### config.mk
export PLATFORM = sky130hd
export DESIGN_NAME = tcm_top
export DESIGN_NICKNAME = d
export VERILOG_FILES = /design/src/common/tcm_pkg.sv /design/src/logic/tcm_capture_chan.sv /design/src/logic/tcm_top.sv
export VERILOG_INCLUDE_DIRS = /design/src /design/src/common
export SDC_FILE = /design/constraint.sdc
export NUM_CORES = 1
export LEC_CHECK = 0
export ABC_AREA = 1
export BUFFER_PORTS_ARGS = -buffer_cell sky130_fd_sc_hd__buf_2
export CAP_MARGIN = 25
export CELL_PAD_IN_SITES_DETAIL_PLACEMENT = 0
export CELL_PAD_IN_SITES_GLOBAL_PLACEMENT = 1
export CORE_MARGIN = 4
export CORE_UTILIZATION = 41
export DETAILED_ROUTE_END_ITERATION = 12
export PLACE_DENSITY = 0.89
export SLEW_MARGIN = 20
export SYNTH_ARGS = -nofsm -noshare
export SYNTH_HDL_FRONTEND = slang
export SYNTH_SLANG_ARGS = --single-unit
### constraint.sdc
create_clock -name clk -period 4.5 [get_ports clk]
set_input_delay 0.9 -clock clk [delete_from_list [all_inputs] [get_ports clk]]
set_output_delay 0.9 -clock clk [all_outputs]
set_load 0.01 [all_outputs]
### src/common/tcm_map.svh
`ifndef TCM_MAP_SVH
`define TCM_MAP_SVH

// ****************************************
// Register offsets
// ****************************************
`define TCM_ADDR_W          8
`define TCM_MODE_CFG_OFS    8'h1c
`define TCM_CHAN_EN_OFS     8'h20
`define TCM_STATUS_OFS      8'h40
`define TCM_MODE_CFG_RST    16'h0000
`define TCM_CHAN_EN_RST     16'h0000
`define TCM_MODE_CFG_MASK   16'hffff
`define TCM_CHAN_EN_MASK    16'h3300

// ****************************************
// Field positions, per channel
// ****************************************
`define TCM_CH_STRIDE       8
`define TCM_DIR_LSB         0
`define TCM_PSC_LSB         2
`define TCM_FAST_BIT        2
`define TCM_BUF_BIT         3
`define TCM_FILT_LSB        4
`define TCM_MODE_LSB        4
`define TCM_EN_BASE         8
`define TCM_EN_STRIDE       4
`define TCM_POL_OFS         1
`define TCM_STAT_LVL_LSB    0
`define TCM_STAT_CNT_LSB    8

// ****************************************
// Sampling
// ****************************************
`define TCM_DIV_W           5

`endif

### src/common/tcm_pkg.sv
package tcm_pkg;

    typedef enum logic [1:0] {
        TCM_DIR_OUTPUT = 2'b00,
        TCM_DIR_OWN    = 2'b01,
        TCM_DIR_PAIR   = 2'b10,
        TCM_DIR_TRIG   = 2'b11
    } tcm_dir_e;

    typedef enum logic [2:0] {
        TCM_RATE_1  = 3'b000,
        TCM_RATE_2  = 3'b001,
        TCM_RATE_4  = 3'b010,
        TCM_RATE_8  = 3'b011,
        TCM_RATE_16 = 3'b100,
        TCM_RATE_32 = 3'b101
    } tcm_rate_e;

    typedef struct packed {
        logic [3:0] filter;
        logic [1:0] prescale;
        tcm_dir_e   dir;
    } tcm_in_cfg_s;

    typedef struct packed {
        logic       is_output;
        logic [2:0] mode;
        logic       buf_en;
        logic       fast_en;
    } tcm_out_cfg_s;

endpackage

### src/logic/tcm_capture_chan.sv
`timescale 1ns/100ps
module tcm_capture_chan (
    // Clock and reset
    input  wire logic                 clk,
    input  wire logic                 rst,
    // Configuration
    input  tcm_pkg::tcm_in_cfg_s      cfg,
    input  wire logic                 chan_en,
    input  wire logic                 polarity,
    input  wire logic [4:0]           tick,
    // Sources, already synchronised
    input  wire logic                 own_in,
    input  wire logic                 pair_in,
    input  wire logic                 trig_in,
    // Results
    output logic                      filt_level,
    output logic                      capture_pulse
);
    logic                is_input;
    logic                src;
    tcm_pkg::tcm_rate_e  rate;
    logic [2:0]          need_m1;
    logic                sample_en;
    logic [2:0]          fcnt_reg;
    logic                filt_reg;
    logic                prev_lvl_reg;
    logic                lvl;
    logic                edge_det;
    logic [2:0]          psc_mask;
    logic [2:0]          psc_cnt_reg;
    logic                fire;
    logic                cap_reg;

    assign is_input = (cfg.dir != tcm_pkg::TCM_DIR_OUTPUT);

    always_comb begin
        case (cfg.dir)
            tcm_pkg::TCM_DIR_OWN:  src = own_in;
            tcm_pkg::TCM_DIR_PAIR: src = pair_in;
            tcm_pkg::TCM_DIR_TRIG: src = trig_in;
            default:               src = 1'b0;
        endcase
    end

    // ****************************************
    // Filter code decode
    // ****************************************
    always_comb begin
        case (cfg.filter)
            4'h0: begin rate = tcm_pkg::TCM_RATE_1;  need_m1 = 3'd0; end
            4'h1: begin rate = tcm_pkg::TCM_RATE_1;  need_m1 = 3'd1; end
            4'h2: begin rate = tcm_pkg::TCM_RATE_1;  need_m1 = 3'd3; end
            4'h3: begin rate = tcm_pkg::TCM_RATE_1;  need_m1 = 3'd7; end
            4'h4: begin rate = tcm_pkg::TCM_RATE_2;  need_m1 = 3'd5; end
            4'h5: begin rate = tcm_pkg::TCM_RATE_2;  need_m1 = 3'd7; end
            4'h6: begin rate = tcm_pkg::TCM_RATE_4;  need_m1 = 3'd5; end
            4'h7: begin rate = tcm_pkg::TCM_RATE_4;  need_m1 = 3'd7; end
            4'h8: begin rate = tcm_pkg::TCM_RATE_8;  need_m1 = 3'd5; end
            4'h9: begin rate = tcm_pkg::TCM_RATE_8;  need_m1 = 3'd7; end
            4'ha: begin rate = tcm_pkg::TCM_RATE_16; need_m1 = 3'd4; end
            4'hb: begin rate = tcm_pkg::TCM_RATE_16; need_m1 = 3'd5; end
            4'hc: begin rate = tcm_pkg::TCM_RATE_16; need_m1 = 3'd7; end
            4'hd: begin rate = tcm_pkg::TCM_RATE_32; need_m1 = 3'd4; end
            4'he: begin rate = tcm_pkg::TCM_RATE_32; need_m1 = 3'd5; end
            default: begin rate = tcm_pkg::TCM_RATE_32; need_m1 = 3'd7; end
        endcase
    end

    assign sample_en = (rate == tcm_pkg::TCM_RATE_1) ? 1'b1 : tick[3'(rate - 3'd1)];

    // Count differing samples; any agreeing sample restarts the run
    always_ff @(posedge clk or posedge rst) begin
        if (rst) begin
            fcnt_reg <= 3'd0;
            filt_reg <= 1'b0;
        end else if (!is_input) begin
            fcnt_reg <= 3'd0;
            filt_reg <= 1'b0;
        end else if (sample_en) begin
            if (src == filt_reg) begin
                fcnt_reg <= 3'd0;
            end else if (fcnt_reg == need_m1) begin
                filt_reg <= src;
                fcnt_reg <= 3'd0;
            end else begin
                fcnt_reg <= fcnt_reg + 3'd1;
            end
        end
    end

    assign lvl      = filt_reg ^ polarity;
    // Old level seen through today's polarity: a polarity write alone is no edge
    assign edge_det = lvl & ~(prev_lvl_reg ^ polarity);

    always_ff @(posedge clk or posedge rst) begin
        if (rst) begin
            prev_lvl_reg <= 1'b0;
        end else begin
            prev_lvl_reg <= filt_reg;
        end
    end

    always_comb begin
        case (cfg.prescale)
            2'b00:   psc_mask = 3'd0;
            2'b01:   psc_mask = 3'd1;
            2'b10:   psc_mask = 3'd3;
            default: psc_mask = 3'd7;
        endcase
    end

    assign fire = edge_det && is_input && chan_en && (psc_cnt_reg == psc_mask);

    always_ff @(posedge clk or posedge rst) begin
        if (rst) begin
            psc_cnt_reg <= 3'd0;
            cap_reg     <= 1'b0;
        end else begin
            cap_reg <= fire;
            if (!is_input || !chan_en) begin
                psc_cnt_reg <= 3'd0;
            end else if (edge_det) begin
                psc_cnt_reg <= fire ? 3'd0 : psc_cnt_reg + 3'd1;
            end
        end
    end

    assign filt_level    = filt_reg;
    assign capture_pulse = cap_reg;
endmodule // tcm_capture_chan

### src/logic/tcm_top.sv
`timescale 1ns/100ps
`include "tcm_map.svh"
module tcm_top (
    // Clock and reset
    input  wire logic                       clk,
    input  wire logic                       rst,
    // Register port
    input  wire logic [`TCM_ADDR_W-1:0]     addr,
    input  wire logic [31:0]                wdata,
    input  wire logic                       wr_en,
    input  wire logic                       rd_en,
    output logic      [31:0]                rdata,
    // Channel sources
    input  wire logic                       timer_input_three,
    input  wire logic                       timer_input_four,
    input  wire logic                       internal_trigger_input,
    // Capture results
    output logic      [1:0]                 capture_event,
    output logic      [1:0]                 filtered_level,
    // Compare configuration towards output stage
    output tcm_pkg::tcm_out_cfg_s           ch3_out_cfg,
    output tcm_pkg::tcm_out_cfg_s           ch4_out_cfg
);

    // ****************************************
    // Declarations
    // ****************************************
    logic [15:0]                 mode_cfg_reg;
    logic [15:0]                 mode_cfg_next;
    logic [15:0]                 chan_en_reg;
    logic [31:0]                 rdata_reg;
    logic [31:0]                 status_word;
    logic [1:0]                  ti_meta_reg;
    logic [1:0]                  ti_sync_reg;
    logic [`TCM_DIV_W-1:0]       div_cnt_reg;
    logic [4:0]                  tick;
    logic [1:0]                  ch_en;
    logic [1:0]                  ch_pol;
    logic [1:0]                  cap_pulse;
    logic [1:0]                  filt_lvl;
    logic [7:0]                  cap_cnt_reg [2];
    tcm_pkg::tcm_in_cfg_s        in_cfg [2];
    tcm_pkg::tcm_out_cfg_s       out_cfg_reg [2];
    tcm_pkg::tcm_out_cfg_s       out_cfg_next [2];
    logic                        wr_mode;
    logic                        wr_enreg;

    assign wr_mode  = wr_en && (addr == `TCM_MODE_CFG_OFS);
    assign wr_enreg = wr_en && (addr == `TCM_CHAN_EN_OFS);

    // ****************************************
    // Pin synchronisers
    // ****************************************
    // Index 0 is the third input, index 1 the fourth
    always_ff @(posedge clk or posedge rst) begin
        if (rst) begin
            ti_meta_reg <= 2'b00;
            ti_sync_reg <= 2'b00;
        end else begin
            ti_meta_reg <= {timer_input_four, timer_input_three};
            ti_sync_reg <= ti_meta_reg;
        end
    end

    // ****************************************
    // Sampling divider
    // ****************************************
    // One shared free-running count; both channels see the same phase
    always_ff @(posedge clk or posedge rst) begin
        if (rst) begin
            div_cnt_reg <= '0;
        end else begin
            div_cnt_reg <= div_cnt_reg + `TCM_DIV_W'(1);
        end
    end

    generate
        for (genvar k = 0; k < 5; k++) begin : g_tick
            assign tick[k] = &div_cnt_reg[k:0];
        end
    endgenerate

    // ****************************************
    // Mode configuration register
    // ****************************************
    // Direction field keeps its value while the channel is enabled
    always_comb begin
        mode_cfg_next = mode_cfg_reg;
        if (wr_mode) begin
            mode_cfg_next = wdata[15:0] & `TCM_MODE_CFG_MASK;
            if (chan_en_reg[`TCM_EN_BASE]) begin
                mode_cfg_next[1:0] = mode_cfg_reg[1:0];
            end
            if (chan_en_reg[`TCM_EN_BASE + `TCM_EN_STRIDE]) begin
                mode_cfg_next[9:8] = mode_cfg_reg[9:8];
            end
        end
    end

    always_ff @(posedge clk or posedge rst) begin
        if (rst) begin
            mode_cfg_reg <= `TCM_MODE_CFG_RST;
        end else begin
            mode_cfg_reg <= mode_cfg_next;
        end
    end

    // ****************************************
    // Channel enable register
    // ****************************************
    always_ff @(posedge clk or posedge rst) begin
        if (rst) begin
            chan_en_reg <= `TCM_CHAN_EN_RST;
        end else if (wr_enreg) begin
            chan_en_reg <= wdata[15:0] & `TCM_CHAN_EN_MASK;
        end
    end

    // ****************************************
    // Per-channel decode and capture
    // ****************************************
    generate
        for (genvar i = 0; i < 2; i++) begin : g_chan
            localparam int B = i * `TCM_CH_STRIDE;
            localparam int E = `TCM_EN_BASE + i * `TCM_EN_STRIDE;

            // Same field layout for both channels, one byte apart
            assign in_cfg[i].filter   = mode_cfg_reg[B + `TCM_FILT_LSB +: 4];
            assign in_cfg[i].prescale = mode_cfg_reg[B + `TCM_PSC_LSB +: 2];
            assign in_cfg[i].dir      =
                tcm_pkg::tcm_dir_e'(mode_cfg_reg[B + `TCM_DIR_LSB +: 2]);
            assign ch_en[i]  = chan_en_reg[E];
            assign ch_pol[i] = chan_en_reg[E + `TCM_POL_OFS];

            // Compare fields are only passed on while the channel is an output
            always_comb begin
                out_cfg_next[i] = '0;
                if (in_cfg[i].dir == tcm_pkg::TCM_DIR_OUTPUT) begin
                    out_cfg_next[i].is_output = 1'b1;
                    out_cfg_next[i].mode      = mode_cfg_reg[B + `TCM_MODE_LSB +: 3];
                    out_cfg_next[i].buf_en    = mode_cfg_reg[B + `TCM_BUF_BIT];
                    out_cfg_next[i].fast_en   = mode_cfg_reg[B + `TCM_FAST_BIT];
                end
            end

            always_ff @(posedge clk or posedge rst) begin
                if (rst) begin
                    out_cfg_reg[i] <= '0;
                end else begin
                    out_cfg_reg[i] <= out_cfg_next[i];
                end
            end

            // Own input is the channel's pin, pair input the other one
            tcm_capture_chan u_chan (
                .clk           (clk),
                .rst           (rst),
                .cfg           (in_cfg[i]),
                .chan_en       (ch_en[i]),
                .polarity      (ch_pol[i]),
                .tick          (tick),
                .own_in        (ti_sync_reg[i]),
                .pair_in       (ti_sync_reg[1 - i]),
                .trig_in       (internal_trigger_input),
                .filt_level    (filt_lvl[i]),
                .capture_pulse (cap_pulse[i])
            );

            // Wrapping count lets software see that captures happen
            always_ff @(posedge clk or posedge rst) begin
                if (rst) begin
                    cap_cnt_reg[i] <= 8'h00;
                end else if (cap_pulse[i]) begin
                    cap_cnt_reg[i] <= cap_cnt_reg[i] + 8'h01;
                end
            end
        end
    endgenerate

    // ****************************************
    // Read port
    // ****************************************
    assign status_word = {8'h00, cap_cnt_reg[1], cap_cnt_reg[0], 6'h00, filt_lvl};

    // Read data stand for exactly one cycle, zero otherwise
    always_ff @(posedge clk or posedge rst) begin
        if (rst) begin
            rdata_reg <= 32'h0000_0000;
        end else if (rd_en) begin
            case (addr)
                `TCM_MODE_CFG_OFS: rdata_reg <= {16'h0000, mode_cfg_reg};
                `TCM_CHAN_EN_OFS:  rdata_reg <= {16'h0000, chan_en_reg};
                `TCM_STATUS_OFS:   rdata_reg <= status_word;
                default:           rdata_reg <= 32'h0000_0000;
            endcase
        end else begin
            rdata_reg <= 32'h0000_0000;
        end
    end

    assign rdata          = rdata_reg;
    assign capture_event  = cap_pulse;
    assign filtered_level = filt_lvl;
    assign ch3_out_cfg    = out_cfg_reg[0];
    assign ch4_out_cfg    = out_cfg_reg[1];
endmodule // tcm_top

---- Word-level counts from Yosys, hierarchy flattened ----
Memories as Yosys holds them, arrays and structs flattened.
Cells that the tools add are included.
operators by class
  add/subtract/negate cells ............... 9
  multipliers ............................. 0
  div/mod/pow operators ................... 0
  order comparisons ....................... 2
  eq/ne operators ......................... 25
  shift-type cells ........................ 0
  multiplexer cells ....................... 36
  bitwise operators ....................... 10
  reduce and logical (&&, ||, !) cells .... 32
operators by type and width
  kind                   number
  $pmux W24 S3           1
  $mux W3                14
  $mux W32               1
  $pmux W3 S3            2
  $add A8 B1 Y8 const B  2
  $add A3 B1 Y3 const B  4
  $eq A2 B2 Y1 const B   6
  $eq A3 B3 Y1           4
  $mux W1                12
  $mux W6                2
  $ne A2 B2 Y1 const B   6
  $reduce_and A3 Y1      3
  $eq A2 B1 Y1 const B   4
  $eq A8 B5 Y1 const B   1
  $eq A8 B6 Y1 const B   1
  $eq A8 B7 Y1 const B   1
  $logic_and A1 B1 Y1    8
  $logic_not A2 Y1       4
  $lt A3 B4 Y1 const B   2
  $reduce_bool A2 Y1     4
  $bmux W1 S3            2
  $logic_not A3 Y1       2
  $pmux W1 S3            2
  $reduce_and A2 Y1      3
  other kinds (10)       23
storage, ports and cells
  register bits ........................... 107
  latch bits .............................. 0
  bits in writable memories ............... 0
  bits in read-only memories .............. 192
  output and inout bits ................... 48
  logic and storage cells ................. 144
  memories kept ........................... 2
memories
  memory           depth  width  rd ports  clocked after memory_dff  write ports  RTL line                RTL
  (no name shown)  16     6      1         0                         0            tcm_capture_chan.sv:49  case (cfg.filter)
  (no name shown)  16     6      1         0                         0            tcm_capture_chan.sv:49

---- Depth between registers and ports, before layout ----
Gate-level depths: netlist of run 1.
  depth after elaboration ................. 9
  gate-level depth with buffers ........... 15

---- Cells and area by module ----
From an unflattened synthesis of run 1, not the netlist that was laid out.
second synthesis, totals
  cells, all modules ...................... 600
  area, all modules ....................... 5067.4 µm²
modules (own cells, without submodules)
  module                               instances  cells an instance  area each (µm²)
  tcm_top                              1          335                3279.4
  tcm_capture_chan (g_chan[1].u_chan)  1          133                902.1
  tcm_capture_chan (g_chan[0].u_chan)  1          132                885.8

---- Worst setup path before layout of run 1 ----
OpenSTA, ideal clock, no wires.
  path kind ............................... register to register
  start point ............................. reg mode_cfg_reg[13]
  end point ............................... reg g_chan[1].u_chan.filt_reg
  setup time .............................. 117 ps
  arrival ................................. 1886 ps
  data required time ...................... 4383 ps
  path slack .............................. 2497 ps
  stages on the path, launching flop included .. 14
  buffers on the path ..................... 0
  period minus slack after synthesis ...... 2003 ps
  cell sequence ........................... dfrtp_1 -> inv_1 -> ha_1 -> inv_1 -> nand2_1 -> nand3_2 -> nand2_2 -> ha_1 -> nand4_1 -> o21a_1 -> nand2_4 -> nand3_2 -> nand2_1 -> nand2_1
between the ends
  word-level cells in the longest chain between the ends .. 7
RTL lines
  item                                    RTL line                RTL
  start, declared                         tcm_top.sv:28           logic [15:0] mode_cfg_reg;
  start signal, assigned                  tcm_top.sv:102          mode_cfg_reg <= `TCM_MODE_CFG_RST;
  start signal, assigned                  tcm_top.sv:104          mode_cfg_reg <= mode_cfg_next;
  $mem_v2 Z16 W6 (*)                      --
  $sub A3 B1 Y3                           tcm_capture_chan.sv:69  assign sample_en = (rate == tcm_pkg::TCM_RATE_1) ? 1'b1 : tick[3'(rate - 3'd1)];
  $bmux W1 S3                             tcm_capture_chan.sv:69
  $mux W1 (implied by the code)           tcm_capture_chan.sv:69
  $mux W1                                 tcm_capture_chan.sv:69
  $ne A2 B2 Y1 (no source line)           --
  $reduce_and A3 Y1 (no source line) (*)  --
  end signal, assigned                    tcm_capture_chan.sv:83  filt_reg <= src;
  end, declared                           tcm_capture_chan.sv:25  logic filt_reg;
Mark *: on every way between the ends. The rest lies on a longest branch, timed or not. The select of a mux whose other input is x is not followed.
A chain may end at the register's enable or synchronous reset.

---- Worst setup path in the final report of run 1 ----
  start point ............................. in addr[7]
  end point ............................... reg mode_cfg_reg[1]
between the ends
  word-level cells in the longest chain between the ends .. 3
RTL lines
  item                                RTL line       RTL
  start, declared                     tcm_top.sv:8   input wire logic [`TCM_ADDR_W-1:0] addr,
  $eq A8 B5 Y1                        --
  $logic_and A1 B1 Y1                 tcm_top.sv:48  assign wr_mode = wr_en && (addr == `TCM_MODE_CFG_OFS);
  $reduce_and A2 Y1 (no source line)  --
Every way passes these cells.

==> run_results.csv, run 1 <==
group,metric,value,unit
detailed_routing,route.antenna.remaining_nets,0,
pwr,combPwrFrac,13.4,%
critical_path,worstPathCellList,"buf_2 -> or2_1 -> nor3_2 -> nand2_1 -> inv_2 -> nand2_2 -> inv_2 -> nand2_1 -> nor2_1 -> a21oi_1",
finish,final_cell_utilization_of_the_core,49.18,%
critical_path,path_buf_inv,3,
critical_path,endpoint_kind,"register",
pwr,total_switching_power,0.5651,mW
finish,final_area,5639,um^2
critical_path,critical_path.slowest_cell,"nand2_1",
critical_path,timing.reg2reg.worst_path_depth,13,
critical_path,critical-path-max-stage-delay,320,ps
timing,fin_crit,2507,ps
logic_synthesis,avgSynthCellArea,8.829,um^2
critical_path,worst_r2r_endpoint,"g_chan[1].u_chan.filt_level",
clocking,clk_path_buf_depth,2,
finish,diodes,0,
critical_path,timing.critical_path.required,4730,ps
detailed_routing,dr.pass1.iters,4,
critical_path,slack_of_the_worst_reg_to_reg_path,2240,ps
floorplan,design.portCount,95,
clocking,clock_latency,340,ps
timing,fmax,398.9,MHz
detailed_routing,vias_per_cell,4.856,
logic_synthesis,synth-edff-count,0,
pwr,netSwitchingFraction,27.43,%
grt,largest_net_degree_at_the_start_of_global_routing,74,
pwr,p_total,2.060,mW
detailed_routing,dr.first_iter.drc_count,222,
critical_path,cp_max_fo,22,
floorplan,die_height,116.6,um
critical_path,timing_worst_setup_path_type,"in2reg",
pwr,cell_internal_pwr,1.495,mW
clocking,hold_buffers,0,
grt,grt_util_all_layers,15.85,%
floorplan,core_area,11470,um^2
timing,worst-slew-pin-transition,615.1,ps
worst_hold_path,hold_path_startpoint,"ti_meta_reg[0]",
pwr,power_frac_clock,39.6,%
logic_synthesis,post_synth_inst_count,548,
detailed_routing,routed_wirelength,10.07,mm
finish,drive_gt1_share,18.02,%
critical_path,cp_top_family,"simple AND/OR/NAND/NOR gates",
timing,finalClockSkew,6.833,ps
floorplan,die_area,13600,um^2
status,outcome,"complete, no violations",
grt,grt_pass1_wl,16.95,mm
clocking,path_clk_slew,70,ps
floorplan,die_w,116.6,um
critical_path,crit_path_start,"addr[7]",
job,cap_violations,0,
timing,layout_worst_path_cycle_share,55.71,%
worst_hold_path,min_path_type,"reg2reg",
clocking,cts-root-buf,"clkbuf_16",
timing,max-slew-margin-rel,58.56,%
clocking,tritoncts,"done",
logic_synthesis,synthesis.yosys.warnings,0,
place,routabilityCongestion,0.8563,
critical_path,path_depth,10,
floorplan,initial_core_util,42.19,%
timing,rsz0062_at_grt,"false",
finish,flip_flop_count_of_the_largest_register_after_layout,24,
clocking,h-tree-depth,3,
clocking,numClockSinks,99,
pwr,areal_power_density_over_the_cells,365.4,nW/um^2
timing,setup_tns,0,ps
clocking,ctsResizeCount,0,
logic_synthesis,yosysSeqAreaShare,51.20,%
clocking,post-cts-setup-buffer-count,0,
pwr,power.leakage,3.000,nW
timing,drv_slew,0,
place,place.port_buffers,70,
timing,setup_viol,0,
finish,final_net_count,692,
worst_hold_path,instance_count_along_the_most_critical_hold_path,0,
place,final_hpwl_dp,7.518,mm
pwr,ir_worst_vdd,0.0001885,V
logic_synthesis,synth_seq_cells,99,
logic_synthesis,synth_area,4838,um^2
critical_path,capturing_instance_or_port_of_the_critical_path,"mode_cfg_reg[1]",
pwr,power_frac_seq,47.0,%
timing,hold_violations,0,
grt,number_of_antenna_violations_at_the_first_check_in_global_routing,0,
detailed_routing,drc,0,
critical_path,arrival,2730,ps
critical_path,r2r_start,"mode_cfg_reg[13]",
detailed_routing,average_wire_per_standard_cell,13.08,um
logic_synthesis,synth-async-reset-ratio,100.0,%
place,postPlaceCellArea,5293,um^2
logic_synthesis,count_of_cell_types_in_the_netlist,35,
floorplan,num_rows,39,
detailed_routing,detailroute.via_count,3739,
critical_path,startpoint_type,"input pin",
logic_synthesis,synth-main-ff-cell,"dfrtp_1",
clocking,cts_made_buffers,9,
grt,first_global_vias,3660,
finish,layout_overhead_on_the_synthesized_area,16.55,%
grt,gr-total-overflow,0,
==> placed cells by master, fill, tap and decap left out, types with 2 or more instances in the layout <==
cell       count
o21ai_0       33
o221ai_1       2
o21ai_1        8
nor2_1        46
conb_1         8
inv_2          6
a21oi_1       10
inv_4          2
nor3_1        12
o21ai_4        2
xor2_1        18
inv_6          2
o211ai_1       2
inv_1         72
nand2_1      112
dfrtp_1       99
or2_1          2
nand2_4        2
ha_1          23
nand3_2        3
xnor2_1        6
clkbuf_16      9
o21a_1         2
buf_2         70
clkinv_1       2
nand3_1       45
nand4_1        8
clkbuf_8       2
nand2_2        7
==> Yosys cell counts (all sizes together), types with 6 or more instances <==
master / n / area [um^2]
nand2: 121 / 486.7
nor3: 13 / 70.07
dfrtp: 99 / 2477
buf: 15 / 107.6
nand4: 8 / 50.05
inv: 80 / 302.8
xnor2: 6 / 52.55
a21oi: 10 / 50.05
nor2: 47 / 178.9
xor2: 18 / 157.7
o21ai: 43 / 237.7
nand3: 48 / 255.3
ha: 23 / 287.8
==> power by group through the flow <==
stage                     Sequential [mW]  Clock (mW)  Combinational, mW
final                               0.968       0.816              0.276
after floorplan                     0.977           0              0.211
after global placement              0.983           0              0.264
after detailed placement            0.984           0              0.274
after CTS                           0.967       0.837              0.276
after global routing                0.973       0.879              0.320
==> through the flow <==
step,std cells,hold WS (ps),worst slack (ps)
finish,770,348.7,1993
global placement,753,333.0,1709
global route,770,359.6,1767
CTS,769,352.0,2024
floorplan,555,331.2,1010
detailed placement,753,336.2,1662
==> worst min-delay path by stage <==
| stage | to | slack, ps |
|---|---|---|
| after floorplan | ti_sync_reg[0] | 330 |
| after global placement | ti_sync_reg[0] | 330 |
| after detailed placement | ti_sync_reg[0] | 340 |
| after CTS | ti_sync_reg[1] | 350 |
| after global routing | ti_sync_reg[0] | 360 |
| final | ti_sync_reg[0] | 350 |
==> metal layers <==
metal	up-vias	routed length, um	track usage (%)
met5	-	0	0
met4	0	189	6.116
met3	15	537	3.057
met2	76	4771	26.05
met1	1775	4574	20.81
li1	1873	-	-
==> worst reg2reg max path, delay by kind of cell, from the launching register on <==
| kind | cells | cell delay, ps |
|---|---|---|
| buf+inv | 2 | 270 |
| fa+ha+maj | 2 | 580 |
| compound gates | 1 | 200 |
| simple gates | 8 | 650 |
| flops | 1 | 470 |
==> final cells by class <==
class                           instances  area (um^2)
Clock buffer                           11        252.7
Clock inverter                          5        66.31
Fill cell                            1062         5828
Inverter                               82        312.8
Multi-Input combinational cell        358         1966
Sequential cell                        99         2477
Tap cell                              143        178.9
Timing Repair Buffer                   72        385.4
==> cells by family (layout without fill, tap and decap cells) <==
| logic type | Yosys count | count (layout) | share of synthesized area (%) |
|---|---|---|---|
| compound gates | 61 | 61 | 7.215 |
| xor+xnor | 24 | 24 | 4.344 |
| fa+ha+maj | 23 | 23 | 5.948 |
| buf+inv | 98 | 170 | 8.715 |
| flops | 99 | 99 | 51.20 |
| other cells | 1 | 8 | 0.07751 |
| simple gates | 242 | 242 | 22.50 |
Note: power is estimated with default switching activity, not from simulation.
==> inputs of run 2 (changes only) <==
Settings changed: CORE_UTILIZATION 41 to 37, PLACE_DENSITY 0.89 to 0.85.
Clock period 4.5 ns to 2.2 ns, I/O delays scaled along.
==> run_results.csv, run 2 (synthesized netlist as in run 1, its figures left out) <==
group,metric,value,unit
status,outcome,"complete, no violations",
finish,layout_commonest_cell,"nand2_1",
critical_path,timing.reg2reg.worst_path_depth,15,
clocking,tritoncts,"done",
finish,drive_gt1_share,19.53,%
detailed_routing,drc,0,
detailed_routing,average_wire_per_standard_cell,12.55,um
grt,gr-usage-met3,3.134,%
clocking,h-tree-depth,3,
timing,setup_viol,0,
finish,layout_overhead_on_the_synthesized_area,18.28,%
finish,flip_flop_count_of_the_largest_register_after_layout,24,
critical_path,endpoint_kind,"register",
pwr,power.leakage,3.018,nW
clocking,clk_path_buf_depth,2,
pwr,areal_power_density_over_the_cells,715.0,nW/um^2
timing,hold_violations,0,
place,routabilityCongestion,0.8518,
finish,fill_cells,1271,
place,final_hpwl_dp,7.677,mm
timing,rsz0062_at_grt,"false",
worst_hold_path,hold_path_startpoint,"timer_input_four",
critical_path,worstPathCellList,"inv_1 -> ha_1 -> inv_1 -> nand2_1 -> nand3_2 -> nand2_2 -> ha_1 -> inv_1 -> nand3_1 -> nand2_1 -> nand2_1 -> nand2_2 -> inv_2 -> nand2_1 -> o21ai_1",
timing,worst-slew-pin-transition,560.8,ps
clocking,numClockSinks,99,
detailed_routing,route.antenna.remaining_nets,0,
critical_path,r2r_start,"mode_cfg_reg[5]",
timing,finalClockSkew,8.018,ps
finish,layout.cells.most_common_list,"nand2_1, dfrtp_1, inv_1",
critical_path,startpoint_type,"register",
critical_path,critical_path.slowest_cell,"dfrtp_2",
grt,number_of_antenna_violations_at_the_first_check_in_global_routing,0,
place,place.port_buffers,70,
critical_path,timing_worst_setup_path_type,"reg2reg",
critical_path,cp_max_fo,6,
grt,groute.layer.met1.usage,18.09,%
timing,drv_slew,0,
grt,globalRouteMet2Util,23.15,%
floorplan,die_w,122.4,um
detailed_routing,vias_per_cell,4.603,
detailed_routing,detailroute.via_count,3715,
clocking,clock_latency,350,ps
critical_path,critical-path-max-stage-delay,430,ps
floorplan,die_height,122.4,um
floorplan,num_rows,41,
timing,fin_crit,2056,ps
critical_path,slack_of_the_worst_reg_to_reg_path,140,ps
timing,setup_tns,0,ps
worst_hold_path,min_path_type,"in2reg",
critical_path,arrival,2290,ps
grt,grt-busiest-layer,"met2",
worst_hold_path,hold_path_end,"ti_meta_reg[1]",
grt,first_global_vias,3599,
timing,max-slew-margin-rel,62.22,%
grt,grt_util_all_layers,14.24,%
finish,diodes,0,
grt,gr-total-overflow,0,
floorplan,initial_core_util,38.03,%
floorplan,die_area,14970,um^2
critical_path,crit_path_frequent_cell,"nand2_1",
timing,fmax,486.5,MHz
timing,layout_worst_path_cycle_share,93.43,%
grt,grt_pass1_wl,16.70,mm
detailed_routing,dr.pass1.iters,5,
floorplan,design.portCount,95,
worst_hold_path,instance_count_along_the_most_critical_hold_path,1,
timing,fin_ws,144.4,ps
place,post-place-ws,152.3,ps
floorplan,core_area,12720,um^2
critical_path,worst_r2r_endpoint,"g_chan[0].u_chan.fcnt_reg[0]",
detailed_routing,dr.first_iter.drc_count,183,
finish,final_net_count,700,
clocking,path_clk_slew,70,ps
job,cap_violations,0,
clocking,cts-root-buf,"clkbuf_16",
clocking,cts_made_buffers,9,
pwr,ir_worst_vdd,0.0003859,V
critical_path,timing.critical_path.required,2440,ps
detailed_routing,routed_wirelength,10.13,mm
grt,largest_net_degree_at_the_start_of_global_routing,100,
## run 2: cell count changes in the layout (fill, tap and decap cells not counted), moves of 2 or more
cell | previous run | this run
buf_4 | 1 | 8
buf_12 | 0 | 2
clkbuf_8 | 2 | 0
clkinv_2 | 0 | 2
dfrtp_1 | 99 | 97
dfrtp_2 | 0 | 2
inv_6 | 2 | 0
inv_8 | 1 | 3
## run 2: through the flow
stage / power [mW] / instances / cell area, um^2 / hold WS [ps] / utilization, %
2_1_floorplan: 2.429 / 555 / 4868 / 331.2 / -
3_3_place_gp: 2.562 / 790 / 5415 / 334.1 / 42.56
3_5_place_dp: 2.588 / 790 / 5415 / 338.5 / 42.56
4_1_cts: 4.133 / 806 / 5700 / 185.0 / 44.81
5_1_grt: 4.321 / 807 / 5723 / 176.6 / 44.98
6_report: 4.092 / 807 / 5723 / 195.5 / 44.98
## run 2: layout make-up
cell class	instances	area [um^2]	area share, %
Sequential cell	99	2480	43.33
Multi-Input combinational cell	358	1978	34.56
Timing Repair Buffer	80	450.4	7.871
Inverter	82	314.1	5.488
Clock buffer	9	225.2	3.935
Tap cell	172	215.2	3.760
Clock inverter	7	60.06	1.049
## run 2: how the worst max path moves through the flow
stage          slack, ps             start  cells after the start                      endpoint
6_report             140   mode_cfg_reg[5]                     15  g_chan[0].u_chan.fcnt_reg[0]
5_1_grt                5   mode_cfg_reg[4]                     15  g_chan[0].u_chan.fcnt_reg[1]
4_1_cts              110   mode_cfg_reg[5]                     13  g_chan[0].u_chan.fcnt_reg[0]
3_5_place_dp         150  mode_cfg_reg[12]                     13   g_chan[1].u_chan.filt_level
3_3_place_gp         210  mode_cfg_reg[12]                     13   g_chan[1].u_chan.filt_level
2_1_floorplan        200  mode_cfg_reg[13]                     13   g_chan[1].u_chan.filt_level
## run 2: worst max-delay path, delay by kind of cell, from the launching register on
| family | cells | cell delay, ps |
|---|---|---|
| AO/OA/AOI/OAI | 1 | 60 |
| buffers and inverters | 4 | 260 |
| flip-flops | 1 | 430 |
| adder cells (fa/ha/maj) | 2 | 540 |
| AND/OR/NAND/NOR | 8 | 660 |
## run 2: report_power, final
part / switching [mW] / internal, mW
Combinational: 0.375 / 0.216
Clock: 0.738 / 0.789
Sequential: 0.0749 / 1.90
## run 2: repair_timing
action,in CTS,in global routing
endpoints found under the setup margin,0,8
resized for setup,0,3
buffers inserted,0,1
hold buffers,0,0
## run 2: metal layers
| metal | share of wire (%) | up-vias |
|---|---|---|
| met2 | 47 | 81 |
| met5 | 0 | - |
| met4 | 2.4 | 0 |
| li1 | - | 1883 |
| met3 | 4.9 | 17 |
| met1 | 45 | 1734 |
==> inputs of run 3 (changes only) <==
Settings changed: PLACE_DENSITY 0.85 to 0.83.
==> run_results.csv, run 3 (synthesized netlist as in run 1, its figures left out) <==
group,metric,value,unit
timing,rsz0062_at_grt,"false",
job,cap_violations,0,
status,outcome,"complete, no violations",
critical_path,timing.critical_path.required,2440,ps
place,place.port_buffers,70,
floorplan,die_w,122.4,um
critical_path,cp_max_fo,6,
grt,grt_util_all_layers,14.46,%
timing,setup_tns,0,ps
grt,largest_net_degree_at_the_start_of_global_routing,47,
finish,flip_flop_count_of_the_largest_register_after_layout,24,
grt,grt_pass1_wl,16.95,mm
critical_path,endpoint_kind,"register",
floorplan,initial_core_util,38.03,%
clocking,numClockSinks,99,
finish,drive_gt1_share,19.34,%
finish,final_net_count,701,
timing,fin_ws,180.6,ps
finish,layout_overhead_on_the_synthesized_area,18.77,%
critical_path,startpoint_type,"register",
clocking,clk_path_buf_depth,2,
grt,number_of_antenna_violations_at_the_first_check_in_global_routing,0,
timing,worst-slew-pin-transition,600.4,ps
timing,layout_worst_path_cycle_share,91.79,%
detailed_routing,vias_per_cell,4.657,
grt,first_global_vias,3672,
floorplan,design.portCount,95,
critical_path,timing_worst_setup_path_type,"reg2reg",
grt,gr-total-overflow,0,
pwr,ir_worst_vdd,0.0003787,V
place,final_hpwl_dp,7.790,mm
worst_hold_path,min_path_type,"in2async",
floorplan,die_area,14970,um^2
detailed_routing,route.antenna.remaining_nets,0,
timing,setup_viol,0,
clocking,cts_made_buffers,9,
timing,drv_slew,0,
detailed_routing,average_wire_per_standard_cell,12.67,um
finish,layout.cells.most_common_list,"nand2_1, dfrtp_1, inv_1",
clocking,h-tree-depth,3,
clocking,tritoncts,"done",
finish,diodes,0,
detailed_routing,dr.pass1.iters,5,
finish,final_area,5747,um^2
finish,layout_commonest_cell,"nand2_1",
timing,max-slew-margin-rel,59.89,%
timing,fin_hold_ws,158.4,ps
clocking,cts-root-buf,"clkbuf_16",
critical_path,arrival,2260,ps
pwr,power.leakage,3.029,nW
detailed_routing,drc,0,
clocking,path_clk_slew,70,ps
timing,fmax,495.2,MHz
timing,hold_violations,0,
place,post-place-ws,147.8,ps
place,postPlaceCellArea,5435,um^2
floorplan,num_rows,41,
detailed_routing,detailroute.via_count,3763,
clocking,clock_latency,350,ps
place,routabilityCongestion,0.8610,
timing,fin_crit,2019,ps
timing,finalClockSkew,9.827,ps
floorplan,die_height,122.4,um
pwr,areal_power_density_over_the_cells,723.9,nW/um^2
clocking,hold_buffers,0,
detailed_routing,routed_wirelength,10.23,mm
floorplan,core_area,12720,um^2
detailed_routing,dr.first_iter.drc_count,171,
[run 3: cell types whose count changed in the layout (fill, tap and decap cells not counted)]
cell and change:
inv_8 -3, inv_6 +2, ha_4 -1, bufinv_16 +1, clkbuf_1 +1, clkinv_4 +1
buf_12 +1, ha_1 +1, clkinv_2 -2
[run 3: final timing paths]
path                                                end  slack, ps             start  depth (start not counted)
max                        g_chan[0].u_chan.fcnt_reg[2]        180   mode_cfg_reg[5]                         13
min in group clk                         ti_meta_reg[1]        200  timer_input_four                          1
min                                      cap_cnt_reg[9]        160               rst                          2
max reg2reg                g_chan[0].u_chan.fcnt_reg[2]        180   mode_cfg_reg[5]                         13
max in group asynchronous               mode_cfg_reg[5]       1410               rst                          3
min reg2reg                              ti_sync_reg[0]        350    ti_meta_reg[0]                          0
[run 3: report_power, final]
group / total, mW / internal (mW) / switching (mW)
logic: 0.584 / 0.211 / 0.372
clock network: 1.60 / 0.894 / 0.708
registers: 1.97 / 1.90 / 0.0751
[run 3: repair_timing]
action | 4_1_cts | 5_1_grt
setup endpoints to repair | 0 | 7
endpoints found under the hold margin | 0 | 0
resized for setup | 0 | 2
setup buffers | 0 | 1
[run 3: worst max-delay path, cell delays in order, from the launching register on]
cell	delay (ps)
dfrtp_2	430
inv_1	80
ha_1	200
inv_1	60
nand2_1	60
nand3_2	120
nand2_2	90
ha_1	320
nand4_1	100
o21a_1	190
nand2_2	90
inv_2	70
nand2_1	60
o21ai_1	60
[run 3: cell type report]
type,count,area (um^2)
fill,1279,6975
sequential,99,2480
multi-input combinational,358,1966
timing repair buffer,81,470.5
inverter,82,314.1
clock buffer,10,229.0
tap,172,215.2
clock inverter,6,72.57
[run 3: per-stage QoR]
| stage | util [%] | power [mW] | instances |
|---|---|---|---|
| after floorplan | - | 2.429 | 555 |
| after global placement | 42.72 | 2.568 | 791 |
| after detailed placement | 42.72 | 2.591 | 791 |
| after CTS | 45.09 | 4.205 | 807 |
| after global routing | 45.17 | 4.383 | 808 |
| final | 45.17 | 4.160 | 808 |
[run 3: routing by layer]
metal,part of all wire (%),GRT usage [%]
met2,47,23.53
met4,2.6,5.318
met1,44,18.32
met3,6.1,4.240
met5,0,0
